**src/logic/slot_field_regs.svh**
```systemverilog
// Operation
// Each full slot field is 388 bits: 64-bit control part, 324-bit payload part.
// Control part is 8-bit header, 40-bit tail, 16-bit header-tail check, in order.
// Header-tail check is a CRC over header and tail together.
// Tail is one of five types, chosen by a code in the header.
// Payload is 320 data bits then a 4-bit data check CRC over them.
// Two payload kinds: error-protected and user.
// User kind with unprotected channel treats all 320 data bits as data.
// Error-protected kind and protected user kind use protected format, 64 redundancy bits.
// Protected format: each subblock carries a 16-bit CRC over its own data.
// Protected or unprotected format is decided from a header code.
// Encrypt mode never encrypts the header bits.
// Encrypt mode encrypts the tail only when it has the control type.
// Encrypt mode never encrypts the header-tail check.
// Encrypt mode never encrypts the 4-bit data check.
// Layout and encryption apply to full slot fields only.
// Segment bits 0-39 go onto tail bits 8-47 for control tails, else dropped.
// Unprotected format: segment bits 40-359 go onto data bits 0-319.
// Protected format: segment bits per 64-bit subblock, 16-bit gaps unused.
// All checks are computed over encrypted bits, on transmit and receive.
// Clear mode passes fields unmodified and consumes no key stream; the code still recomputes the checks of full slot transmit fields.
// Supplier presents one 360-bit segment per field before it is processed.
`ifndef SLOT_FIELD_REGS_SVH
`define SLOT_FIELD_REGS_SVH

`define FIELD_BITS     388
`define TAIL_LSB       8
`define TAIL_BITS      40
`define HTC_LSB        48
`define HTC_BITS       16
`define DATA_LSB       64
`define DATA_BITS      320
`define XCHK_LSB       384
`define SUB_PITCH      80
`define SUB_BITS       64
`define SUB_COUNT      4
`define KSS_BITS       360
`define KSS_DATA_OFS   40

`define HDR_TAIL_LSB   0
`define HDR_PAY_LSB    3

`define CRC16_POLY     16'h0589
`define CRC4_POLY      4'h3

`define ADDR_BITS      8
`define REG_CTRL       8'h00
`define REG_STATUS     8'h04
`define REG_FIELDS     8'h08
`define REG_SEGMENTS   8'h0c
`define CTRL_RESET     32'h0000_0000
`define CTRL_ENCRYPT   0

`endif

```
**src/logic/slot_field_pkg.sv**
```systemverilog
`include "slot_field_regs.svh"

package slot_field_pkg;

    typedef logic [`FIELD_BITS-1:0] slot_bits_t;

    typedef enum logic [2:0] {
        tail_paging   = 3'b000,
        tail_ident    = 3'b001,
        tail_sysinfo  = 3'b010,
        tail_mac_mode = 3'b011,
        tail_control  = 3'b100
    } tail_type_t;

    typedef enum logic [1:0] {
        pay_error_protected = 2'b00,
        pay_plain_user      = 2'b01,
        pay_protected_user  = 2'b10,
        pay_reserved        = 2'b11
    } payload_kind_t;

    typedef enum logic [1:0] {
        st_idle = 2'b00,
        st_key  = 2'b01,
        st_run  = 2'b10,
        st_out  = 2'b11
    } state_t;

    typedef struct packed {
        logic       receive;
        logic       full_slot;
        slot_bits_t bits;
    } field_in_t;

    typedef struct packed {
        slot_bits_t bits;
        logic       htc_bad;
        logic [3:0] sub_bad;
        logic       x_bad;
        logic       encrypted;
    } field_out_t;

endpackage : slot_field_pkg

```
**src/logic/slot_field_encrypt_mask.sv**
```systemverilog
// The address map and the AXI4-Lite register port are this design's own decisions.
module slot_field_encrypt_mask (
    input  wire logic                      ref_clk,
    input  wire logic                      reset,
    input  wire logic                      in_valid,
    output logic                           in_ready,
    input  slot_field_pkg::field_in_t      in_field,
    input  wire logic                      kss_valid,
    output logic                           kss_ready,
    input  wire logic [`KSS_BITS-1:0]      key_stream_segment,
    output logic                           out_valid,
    input  wire logic                      out_ready,
    output slot_field_pkg::field_out_t     out_field,
    input  wire logic                      s_axi_awvalid,
    output logic                           s_axi_awready,
    input  wire logic [`ADDR_BITS-1:0]     s_axi_awaddr,
    input  wire logic                      s_axi_wvalid,
    output logic                           s_axi_wready,
    input  wire logic [31:0]               s_axi_wdata,
    input  wire logic [3:0]                s_axi_wstrb,
    output logic                           s_axi_bvalid,
    input  wire logic                      s_axi_bready,
    output logic [1:0]                     s_axi_bresp,
    input  wire logic                      s_axi_arvalid,
    output logic                           s_axi_arready,
    input  wire logic [`ADDR_BITS-1:0]     s_axi_araddr,
    output logic                           s_axi_rvalid,
    input  wire logic                      s_axi_rready,
    output logic [31:0]                    s_axi_rdata,
    output logic [1:0]                     s_axi_rresp
);

    slot_field_pkg::state_t        state;
    slot_field_pkg::field_in_t     fld_q;
    logic                          use_key_q;
    logic [`KSS_BITS-1:0]          kss_q;
    slot_field_pkg::tail_type_t    tail_kind;
    slot_field_pkg::payload_kind_t pay_kind;
    logic                          tail_ctrl;
    logic                          protected_fmt;
    slot_field_pkg::slot_bits_t    mask;
    slot_field_pkg::slot_bits_t    eff_mask;
    slot_field_pkg::slot_bits_t    seal_in;
    slot_field_pkg::slot_bits_t    sealed;
    logic                          htc_bad;
    logic [`SUB_COUNT-1:0]         sub_bad;
    logic                          x_bad;
    slot_field_pkg::field_out_t    next_out;

    logic [31:0]                   ctrl;
    logic [31:0]                   fields_done;
    logic [31:0]                   segments_used;
    logic [2:0]                    last_tail;
    logic [1:0]                    last_pay;
    logic [5:0]                    last_errs;
    logic                          last_skipped;
    logic [31:0]                   status;

    logic                          aw_have;
    logic                          w_have;
    logic [`ADDR_BITS-1:0]         awaddr_q;
    logic [31:0]                   wdata_q;
    logic [3:0]                    wstrb_q;
    logic                          wr_fire;

    // Register select: 0 none, 1 ctrl, 2 status, 3 fields, 4 segments
    function automatic logic [2:0] reg_sel(input logic [`ADDR_BITS-1:0] a);
        logic [2:0] s;
        s = 3'h0;
        unique case (a)
            `REG_CTRL:     s = 3'h1;
            `REG_STATUS:   s = 3'h2;
            `REG_FIELDS:   s = 3'h3;
            `REG_SEGMENTS: s = 3'h4;
            default:       s = 3'h0;
        endcase
        return s;
    endfunction : reg_sel

    // Header codes pick tail type and payload format
    always_comb begin
        tail_kind     = slot_field_pkg::tail_type_t'(fld_q.bits[`HDR_TAIL_LSB +: 3]);
        pay_kind      = slot_field_pkg::payload_kind_t'(fld_q.bits[`HDR_PAY_LSB +: 2]);
        tail_ctrl     = tail_kind == slot_field_pkg::tail_control;
        protected_fmt = pay_kind != slot_field_pkg::pay_plain_user; // see R6 see R7
    end

    ks_mask_map u_mask (
        .key_stream_segment           (kss_q),
        .tail_ctrl     (tail_ctrl),
        .protected_fmt (protected_fmt),
        .mask          (mask)
    );

    // Transmit seals encrypted bits; receive checks the bits as received
    always_comb begin
        eff_mask = use_key_q ? mask : '0;
        seal_in  = fld_q.receive ? fld_q.bits : (fld_q.bits ^ eff_mask);
    end

    check_seal u_seal (
        .bits          (seal_in),
        .protected_fmt (protected_fmt),
        .sealed        (sealed),
        .htc_bad       (htc_bad),
        .sub_bad       (sub_bad),
        .x_bad         (x_bad)
    );

    always_comb begin
        next_out = '0;
        if (!fld_q.full_slot) begin
            next_out.bits = fld_q.bits;
        end else if (fld_q.receive) begin
            next_out.bits    = fld_q.bits ^ eff_mask;
            next_out.htc_bad = htc_bad;
            next_out.sub_bad = sub_bad;
            next_out.x_bad   = x_bad;
        end else begin
            next_out.bits = sealed; // see R1
        end
        next_out.encrypted = use_key_q;
    end

    // Field flow: take, fetch segment if encrypting, compute, hand out
    always_ff @(posedge ref_clk) begin
        if (reset) begin
            state     <= slot_field_pkg::st_idle;
            in_ready  <= 1'b1;
            kss_ready <= 1'b0;
            out_valid <= 1'b0;
            out_field <= '0;
        end else begin
            unique case (state)
                slot_field_pkg::st_idle: begin
                    if (in_valid && in_ready) begin
                        in_ready <= 1'b0;
                        if (ctrl[`CTRL_ENCRYPT] && in_field.full_slot) begin
                            kss_ready <= 1'b1;
                            state     <= slot_field_pkg::st_key;
                        end else begin
                            state <= slot_field_pkg::st_run;
                        end
                    end
                end
                slot_field_pkg::st_key: begin
                    if (kss_valid) begin
                        kss_ready <= 1'b0;
                        state     <= slot_field_pkg::st_run;
                    end
                end
                slot_field_pkg::st_run: begin
                    out_field <= next_out;
                    out_valid <= 1'b1;
                    state     <= slot_field_pkg::st_out;
                end
                slot_field_pkg::st_out: begin
                    if (out_ready) begin
                        out_valid <= 1'b0;
                        in_ready  <= 1'b1;
                        state     <= slot_field_pkg::st_idle;
                    end
                end
            endcase
        end
    end

    // Field and segment capture
    always_ff @(posedge ref_clk) begin
        if (reset) begin
            fld_q     <= '0;
            use_key_q <= 1'b0;
            kss_q     <= '0;
        end else begin
            if (in_valid && in_ready) begin
                fld_q     <= in_field;
                use_key_q <= ctrl[`CTRL_ENCRYPT] && in_field.full_slot;
            end
            if (kss_valid && kss_ready) begin
                kss_q <= key_stream_segment;
            end
        end
    end

    // Observation of the last field
    always_ff @(posedge ref_clk) begin
        if (reset) begin
            last_tail    <= '0;
            last_pay     <= '0;
            last_errs    <= '0;
            last_skipped <= 1'b0;
        end else if (state == slot_field_pkg::st_run) begin
            last_tail    <= tail_kind;
            last_pay     <= pay_kind;
            last_errs    <= {next_out.htc_bad, next_out.sub_bad, next_out.x_bad};
            last_skipped <= ~fld_q.full_slot;
        end
    end

    assign wr_fire = aw_have && w_have && !s_axi_bvalid;

    always_comb begin
        status = '0;
        status[0]     = state != slot_field_pkg::st_idle;
        status[3:1]   = last_tail;
        status[5:4]   = last_pay;
        status[11:6]  = last_errs;
        status[12]    = last_skipped;
        status[13]    = ctrl[`CTRL_ENCRYPT];
    end

    // Software registers; a write to a counter clears it, a count in the same cycle wins
    always_ff @(posedge ref_clk) begin
        if (reset) begin
            ctrl          <= `CTRL_RESET;
            fields_done   <= '0;
            segments_used <= '0;
        end else begin
            if (wr_fire && reg_sel(awaddr_q) == 3'h1 && wstrb_q[0]) begin
                ctrl[`CTRL_ENCRYPT] <= wdata_q[`CTRL_ENCRYPT];
            end
            if (wr_fire && reg_sel(awaddr_q) == 3'h3) begin
                fields_done <= '0;
            end
            if (wr_fire && reg_sel(awaddr_q) == 3'h4) begin
                segments_used <= '0;
            end
            if (state == slot_field_pkg::st_run) begin
                fields_done <= fields_done + 32'h0000_0001;
            end
            if (kss_valid && kss_ready) begin
                segments_used <= segments_used + 32'h0000_0001;
            end
        end
    end

    // AXI4-Lite write channel
    always_ff @(posedge ref_clk) begin
        if (reset) begin
            s_axi_awready <= 1'b1;
            s_axi_wready  <= 1'b1;
            s_axi_bvalid  <= 1'b0;
            s_axi_bresp   <= 2'h0;
            aw_have       <= 1'b0;
            w_have        <= 1'b0;
            awaddr_q      <= '0;
            wdata_q       <= '0;
            wstrb_q       <= '0;
        end else begin
            if (s_axi_awvalid && s_axi_awready) begin
                aw_have       <= 1'b1;
                awaddr_q      <= s_axi_awaddr;
                s_axi_awready <= 1'b0;
            end
            if (s_axi_wvalid && s_axi_wready) begin
                w_have       <= 1'b1;
                wdata_q      <= s_axi_wdata;
                wstrb_q      <= s_axi_wstrb;
                s_axi_wready <= 1'b0;
            end
            if (wr_fire) begin
                aw_have      <= 1'b0;
                w_have       <= 1'b0;
                s_axi_bvalid <= 1'b1;
                s_axi_bresp  <= (reg_sel(awaddr_q) == 3'h0 || reg_sel(awaddr_q) == 3'h2)
                                ? 2'h2 : 2'h0;
            end
            if (s_axi_bvalid && s_axi_bready) begin
                s_axi_bvalid  <= 1'b0;
                s_axi_awready <= 1'b1;
                s_axi_wready  <= 1'b1;
            end
        end
    end

    // AXI4-Lite read channel
    always_ff @(posedge ref_clk) begin
        if (reset) begin
            s_axi_arready <= 1'b1;
            s_axi_rvalid  <= 1'b0;
            s_axi_rdata   <= '0;
            s_axi_rresp   <= 2'h0;
        end else begin
            if (s_axi_arvalid && s_axi_arready) begin
                s_axi_arready <= 1'b0;
                s_axi_rvalid  <= 1'b1;
                s_axi_rresp   <= 2'h0;
                unique case (reg_sel(s_axi_araddr))
                    3'h1:    s_axi_rdata <= ctrl;
                    3'h2:    s_axi_rdata <= status;
                    3'h3:    s_axi_rdata <= fields_done;
                    3'h4:    s_axi_rdata <= segments_used;
                    default: begin
                        s_axi_rdata <= '0;
                        s_axi_rresp <= 2'h2;
                    end
                endcase
            end
            if (s_axi_rvalid && s_axi_rready) begin
                s_axi_rvalid  <= 1'b0;
                s_axi_arready <= 1'b1;
            end
        end
    end

endmodule : slot_field_encrypt_mask

```
**src/logic/ks_mask_map.sv**
```systemverilog
module ks_mask_map (
    input  wire logic [`KSS_BITS-1:0]      key_stream_segment,
    input  wire logic                      tail_ctrl,
    input  wire logic                      protected_fmt,
    output slot_field_pkg::slot_bits_t     mask
);

    always_comb begin
        mask = '0;
        for (int i = 0; i < `TAIL_BITS; i++) begin
            mask[`TAIL_LSB + i] = tail_ctrl & key_stream_segment[i]; // see R11 see R12
        end
        for (int i = 0; i < `DATA_BITS; i++) begin
            // Gaps at subblock checks stay clear in protected format
            mask[`DATA_LSB + i] = key_stream_segment[`KSS_DATA_OFS + i] &
                (~protected_fmt | ((i % `SUB_PITCH) < `SUB_BITS)); // see R17 see R18 see R13
        end
    end

endmodule : ks_mask_map

```
**src/logic/check_seal.sv**
```systemverilog
module check_seal (
    input  slot_field_pkg::slot_bits_t     bits,
    input  wire logic                      protected_fmt,
    output slot_field_pkg::slot_bits_t     sealed,
    output logic                           htc_bad,
    output logic [`SUB_COUNT-1:0]          sub_bad,
    output logic                           x_bad
);

    function automatic logic [15:0] crc16_calc(input logic [63:0] d, input int unsigned n);
        logic [15:0] c;
        logic        fb;
        c = '0;
        for (int i = 0; i < 64; i++) begin
            if (i < n) begin
                fb = c[15] ^ d[i];
                c  = {c[14:0], 1'b0};
                if (fb) begin
                    c = c ^ `CRC16_POLY;
                end
            end
        end
        return c;
    endfunction : crc16_calc

    function automatic logic [3:0] crc4_calc(input logic [`DATA_BITS-1:0] d);
        logic [3:0] c;
        logic       fb;
        c = '0;
        for (int i = 0; i < `DATA_BITS; i++) begin
            fb = c[3] ^ d[i];
            c  = {c[2:0], 1'b0};
            if (fb) begin
                c = c ^ `CRC4_POLY;
            end
        end
        return c;
    endfunction : crc4_calc

    always_comb begin
        sealed = bits;
        sealed[`HTC_LSB +: `HTC_BITS] = crc16_calc({16'h0000, bits[`HTC_LSB-1:0]}, 48);
        sub_bad = '0;
        for (int j = 0; j < `SUB_COUNT; j++) begin
            if (protected_fmt) begin
                sealed[`DATA_LSB + j*`SUB_PITCH + `SUB_BITS +: 16] =
                    crc16_calc(bits[`DATA_LSB + j*`SUB_PITCH +: `SUB_BITS], 64);
                sub_bad[j] = sealed[`DATA_LSB + j*`SUB_PITCH + `SUB_BITS +: 16] !=
                             bits[`DATA_LSB + j*`SUB_PITCH + `SUB_BITS +: 16];
            end
        end
        sealed[`XCHK_LSB +: 4] = crc4_calc(sealed[`DATA_LSB +: `DATA_BITS]);
        htc_bad = sealed[`HTC_LSB +: `HTC_BITS] != bits[`HTC_LSB +: `HTC_BITS];
        x_bad   = sealed[`XCHK_LSB +: 4] != bits[`XCHK_LSB +: 4];
    end

endmodule : check_seal

```
**config.mk**
```make
export PLATFORM = sky130hd
export DESIGN_NAME = slot_field_encrypt_mask
export DESIGN_NICKNAME = d
export VERILOG_FILES = /design/src/logic/slot_field_pkg.sv /design/src/logic/slot_field_encrypt_mask.sv /design/src/logic/ks_mask_map.sv /design/src/logic/check_seal.sv
export VERILOG_INCLUDE_DIRS = /design/src /design/src/logic
export SDC_FILE = /design/constraint.sdc
export NUM_CORES = 2
export LEC_CHECK = 0
export BUFFER_PORTS_ARGS = -buffer_cell sky130_fd_sc_hd__buf_2
export CAP_MARGIN = 20
export CELL_PAD_IN_SITES_DETAIL_PLACEMENT = 0
export CELL_PAD_IN_SITES_GLOBAL_PLACEMENT = 1
export CORE_MARGIN = 4
export CORE_UTILIZATION = 40
export DETAILED_ROUTE_END_ITERATION = 12
export GPL_ROUTABILITY_DRIVEN = 1
export MAX_ROUTING_LAYER = met4
export PLACE_DENSITY_LB_ADDON = 0.1
export SLEW_MARGIN = 20
export SYNTH_ARGS = -nofsm -noshare
export SYNTH_HDL_FRONTEND = slang
export SYNTH_HIERARCHICAL = 1
export SYNTH_SLANG_ARGS = --single-unit
```
**constraint.sdc**
```tcl
create_clock -name ref_clk -period 12.52 [get_ports ref_clk]
set_input_delay 1.252 -clock ref_clk [delete_from_list [all_inputs] [get_ports ref_clk]]
set_output_delay 1.252 -clock ref_clk [all_outputs]
set_load 0.01 [all_outputs]
```
==> results.py <==
metrics = {
    "setup_path": {
        "timing.critical_path.mode_cell": "sky130_fd_sc_hd__xnor3_2",
        "cp_max_fo": 27,
        "critical_path.max_stage_delay_ns": 0.75,
        "crit_required_ns": 13.20,
        "rr_startpoint": "fld_q[389]",
        "crit-reg2reg-capture": "out_field[391]",
        "r2r_slack_ns": 0.55,
        "worst_path_max_delay_cell": "sky130_fd_sc_hd__xnor2_1",
        "ff2ff_path_depth": 29,
        "setup.worst_path.end_class": "register",
        "critical_path.startpoint_type": "register",
        "cp.arrival_ns": 12.65,
        "crit_type": "register to register",
    },
    "placed_design": {
        "post-place-cells": 14500,
        "io_buffer_count": 1214,
        "place_congestion": 0.914,
        "placement.cell_area_um2": 95600,
        "dp_hpwl_um": 260000,
    },
    "hold_path": {
        "min_delay_worst_endpoint": "s_axi_rdata[2]",
        "timing.hold.worst.class": "register to register",
        "worstHoldStart": "s_axi_rdata[2]",
        "hold_crit_depth": 2,
    },
    "drt": {
        "drtPass1Iterations": 6,
        "drtIter0Drc": 5525,
        "final_antenna_net_count": 0,
        "routed_wirelength_um": 357000,
        "detailroute.via_count": 78700,
        "drcViolationCount": 0,
        "wl_per_cell_um": 24.1,
        "vias_per_cell": 5.30,
    },
    "clocking": {
        "ctsLongestPathBuffers": 3,
        "clock_tree_from_tritoncts": "done",
        "ctsHtreeMaxLevel": 4,
        "cts_buffers": 163,
        "clk_transition_reported_paths_ns": 0.06,
        "clock_latency_ns": 0.85,
        "clock_sink_count": 1273,
        "root_buffer_selected_by_cts": "sky130_fd_sc_hd__clkbuf_16",
    },
    "yosys": {
        "postSynthRegisterBits": 1273,
        "synthDominantAreaCellType": "sky130_fd_sc_hd__dfxtp_1",
        "synth_async_sr_flop_share_pct": 0,
        "cells_after_synthesis": 11400,
        "yosys-top-cells-area": "sky130_fd_sc_hd__dfxtp_1 (28%), sky130_fd_sc_hd__xnor2_1 (13%), sky130_fd_sc_hd__nand2_1 (13%)",
        "yosys.area.top_type_share_pct": 27.8,
        "synthesis.area_um2": 91600,
        "ys.warnings.count": 6,
        "synth_cell_types": 80,
        "synthesis.area_per_instance_um2": 8.04,
        "synth-seq-area-share_pct": 27.8,
        "synth_edf_count": 0,
        "dominantRegCellSynth": "sky130_fd_sc_hd__dfxtp_1",
    },
    "outcome": {
        "run_status": "completed",
    },
    "sta": {
        "period_share_pct": 95.6,
        "finalSetupTns_ns": 0,
        "finalHoldViolations": 0,
        "setup_violations": 0,
        "min_period_ns": 11.97,
        "hold_ws_ns": 0.448,
        "max_freq_ghz": 0.0835,
        "slew_viol_final": 0,
        "worst_pin_slew_ns": 1.31,
        "slew_headroom_pct": 12.6,
        "clock_skew_ns": 0.0545,
        "grt_setup_unrepaired": "false",
    },
    "die": {
        "floorplan.core_area_um2": 227000,
        "die_w_um": 486,
        "placement_rows": 175,
        "initial_core_util_pct": 40.3,
        "die_height_um": 486,
        "num_io_pins": 1251,
        "die_area_um2": 237000,
    },
    "grt": {
        "number_of_global_route_vias_before_repair": 75900,
        "number_of_antenna_violations_at_the_first_check_in_global_routing": 79,
        "grt_pass1_wl_um": 517000,
        "grt_start_max_net_pins": 199,
        "gr-usage-all-layers_pct": 29.7,
        "gr-total-overflow": 0,
    },
    "finish": {
        "layout.cells.most_common": "sky130_fd_sc_hd__nand2_1",
        "syn2layout_area_growth_pct": 10.7,
        "drive_gt1_share_pct": 19.1,
        "filler_cell_count": 23000,
        "final_cell_mix": "sky130_fd_sc_hd__nand2_1 (3145), sky130_fd_sc_hd__xnor2_1 (1376), sky130_fd_sc_hd__dfxtp_1 (1270), sky130_fd_sc_hd__buf_2 (1213), sky130_fd_sc_hd__nor2_1 (876)",
        "final_area_um2": 101000,
        "regArea_um2": 25500,
        "num-nets-final": 12500,
        "multi_input_comb_area_um2": 58600,
        "layout_cells_excl_fill": 14800,
    },
    "flow_run": {
        "drv_cap": 0,
    },
}
cell usage after synthesis (all sizes together), types with 2 or more instances:
| master | number |
|---|---|
| a211oi | 3 |
| a21boi | 3 |
| a21oi | 838 |
| a221oi | 385 |
| a22oi | 37 |
| a2bb2oi | 4 |
| a31oi | 2 |
| and2 | 45 |
| and3 | 7 |
| and3b | 2 |
| and4 | 2 |
| buf | 775 |
| clkbuf | 556 |
| conb | 2 |
| dfxtp | 1273 |
| ha | 6 |
| inv | 42 |
| mux2 | 437 |
| mux2i | 26 |
| nand2 | 3147 |
| nand2b | 6 |
| nand3 | 81 |
| nand3b | 5 |
| nand4 | 30 |
| nor2 | 876 |
| nor2b | 67 |
| nor3 | 401 |
| nor3b | 6 |
| nor4 | 11 |
| o211ai | 17 |
| o21ai | 52 |
| o22ai | 6 |
| o31ai | 5 |
| or2 | 19 |
| or3 | 19 |
| or4 | 4 |
| xnor2 | 1404 |
| xnor3 | 341 |
| xor2 | 357 |
| xor3 | 84 |
metal layers:
metal	up-vias	wire length (µm)	GRT usage, %
met5	-	0	-
met4	0	14000	10.8
met3	481	22000	4.93
met2	2383	167000	47.7
met1	38200	155000	37.7
li1	37600	-	-
worst max-delay path: cells and delay by family, from the launching register on:
kind | cells | cell delay (ns)
compound gates | 1 | 0.29
xor+xnor | 22 | 9.54
buf+inv | 1 | 0.38
flops | 1 | 0.48
mux | 2 | 0.60
simple gates | 3 | 0.50
kinds of logic after synthesis:
logic type / share of synthesized area, %
simple gates: 21.0
xor+xnor: 27.8
buf+inv: 8.37
compound gates: 9.27
flops: 27.8
mux: 5.71
fa+ha+maj: 0.0820
other cells: 0.00820
sequential cells by signal (all words and copies together), names as in the netlist, 2 cells and up:
signal / flops
out_field: 393
fld_q: 390
kss_q: 360
fields_done: 32
s_axi_rdata: 32
segments_used: 32
awaddr_q: 8
last_tail: 3
last_errs: 2
last_pay: 2
state: 2
how the worst max path moves through the flow:
stage,startpoint,end,cells after the start
floorplan,use_key_q,out_field[391],34
global placement,fld_q[389],out_field[391],31
detailed placement,fld_q[389],out_field[393],29
CTS,fld_q[389],out_field[393],29
global route,fld_q[389],out_field[391],31
finish,fld_q[389],out_field[391],29
final cells by class:
cell class	count	area share, %
diodes	56	0.138
clock buffers	252	4.91
clock inverters	51	0.581
inverters	42	0.163
multi-input cells	8777	57.8
flip-flops and latches	1273	25.2
well taps	3009	3.71
repair buffers	1389	7.50
repair_timing:
action	4_1_cts	5_1_grt
endpoints found under the setup margin	0	2
gates resized for setup	0	1
hold buffers	0	0
buffers inserted	0	0
endpoints found under the hold margin	0	0
per-stage QoR:
stage / utilization [%] / setup WS [ns]
after floorplan: - / 1.82
after global placement: 42.0 / 0.630
after detailed placement: 42.0 / 0.549
after CTS: 44.5 / 0.501
after global routing: 44.5 / 0.0965
final: 44.5 / 0.550
Power is left out: the tool's default activity adds up to more than one toggle a clock period on the data nets, which glitch-free logic cannot reach.
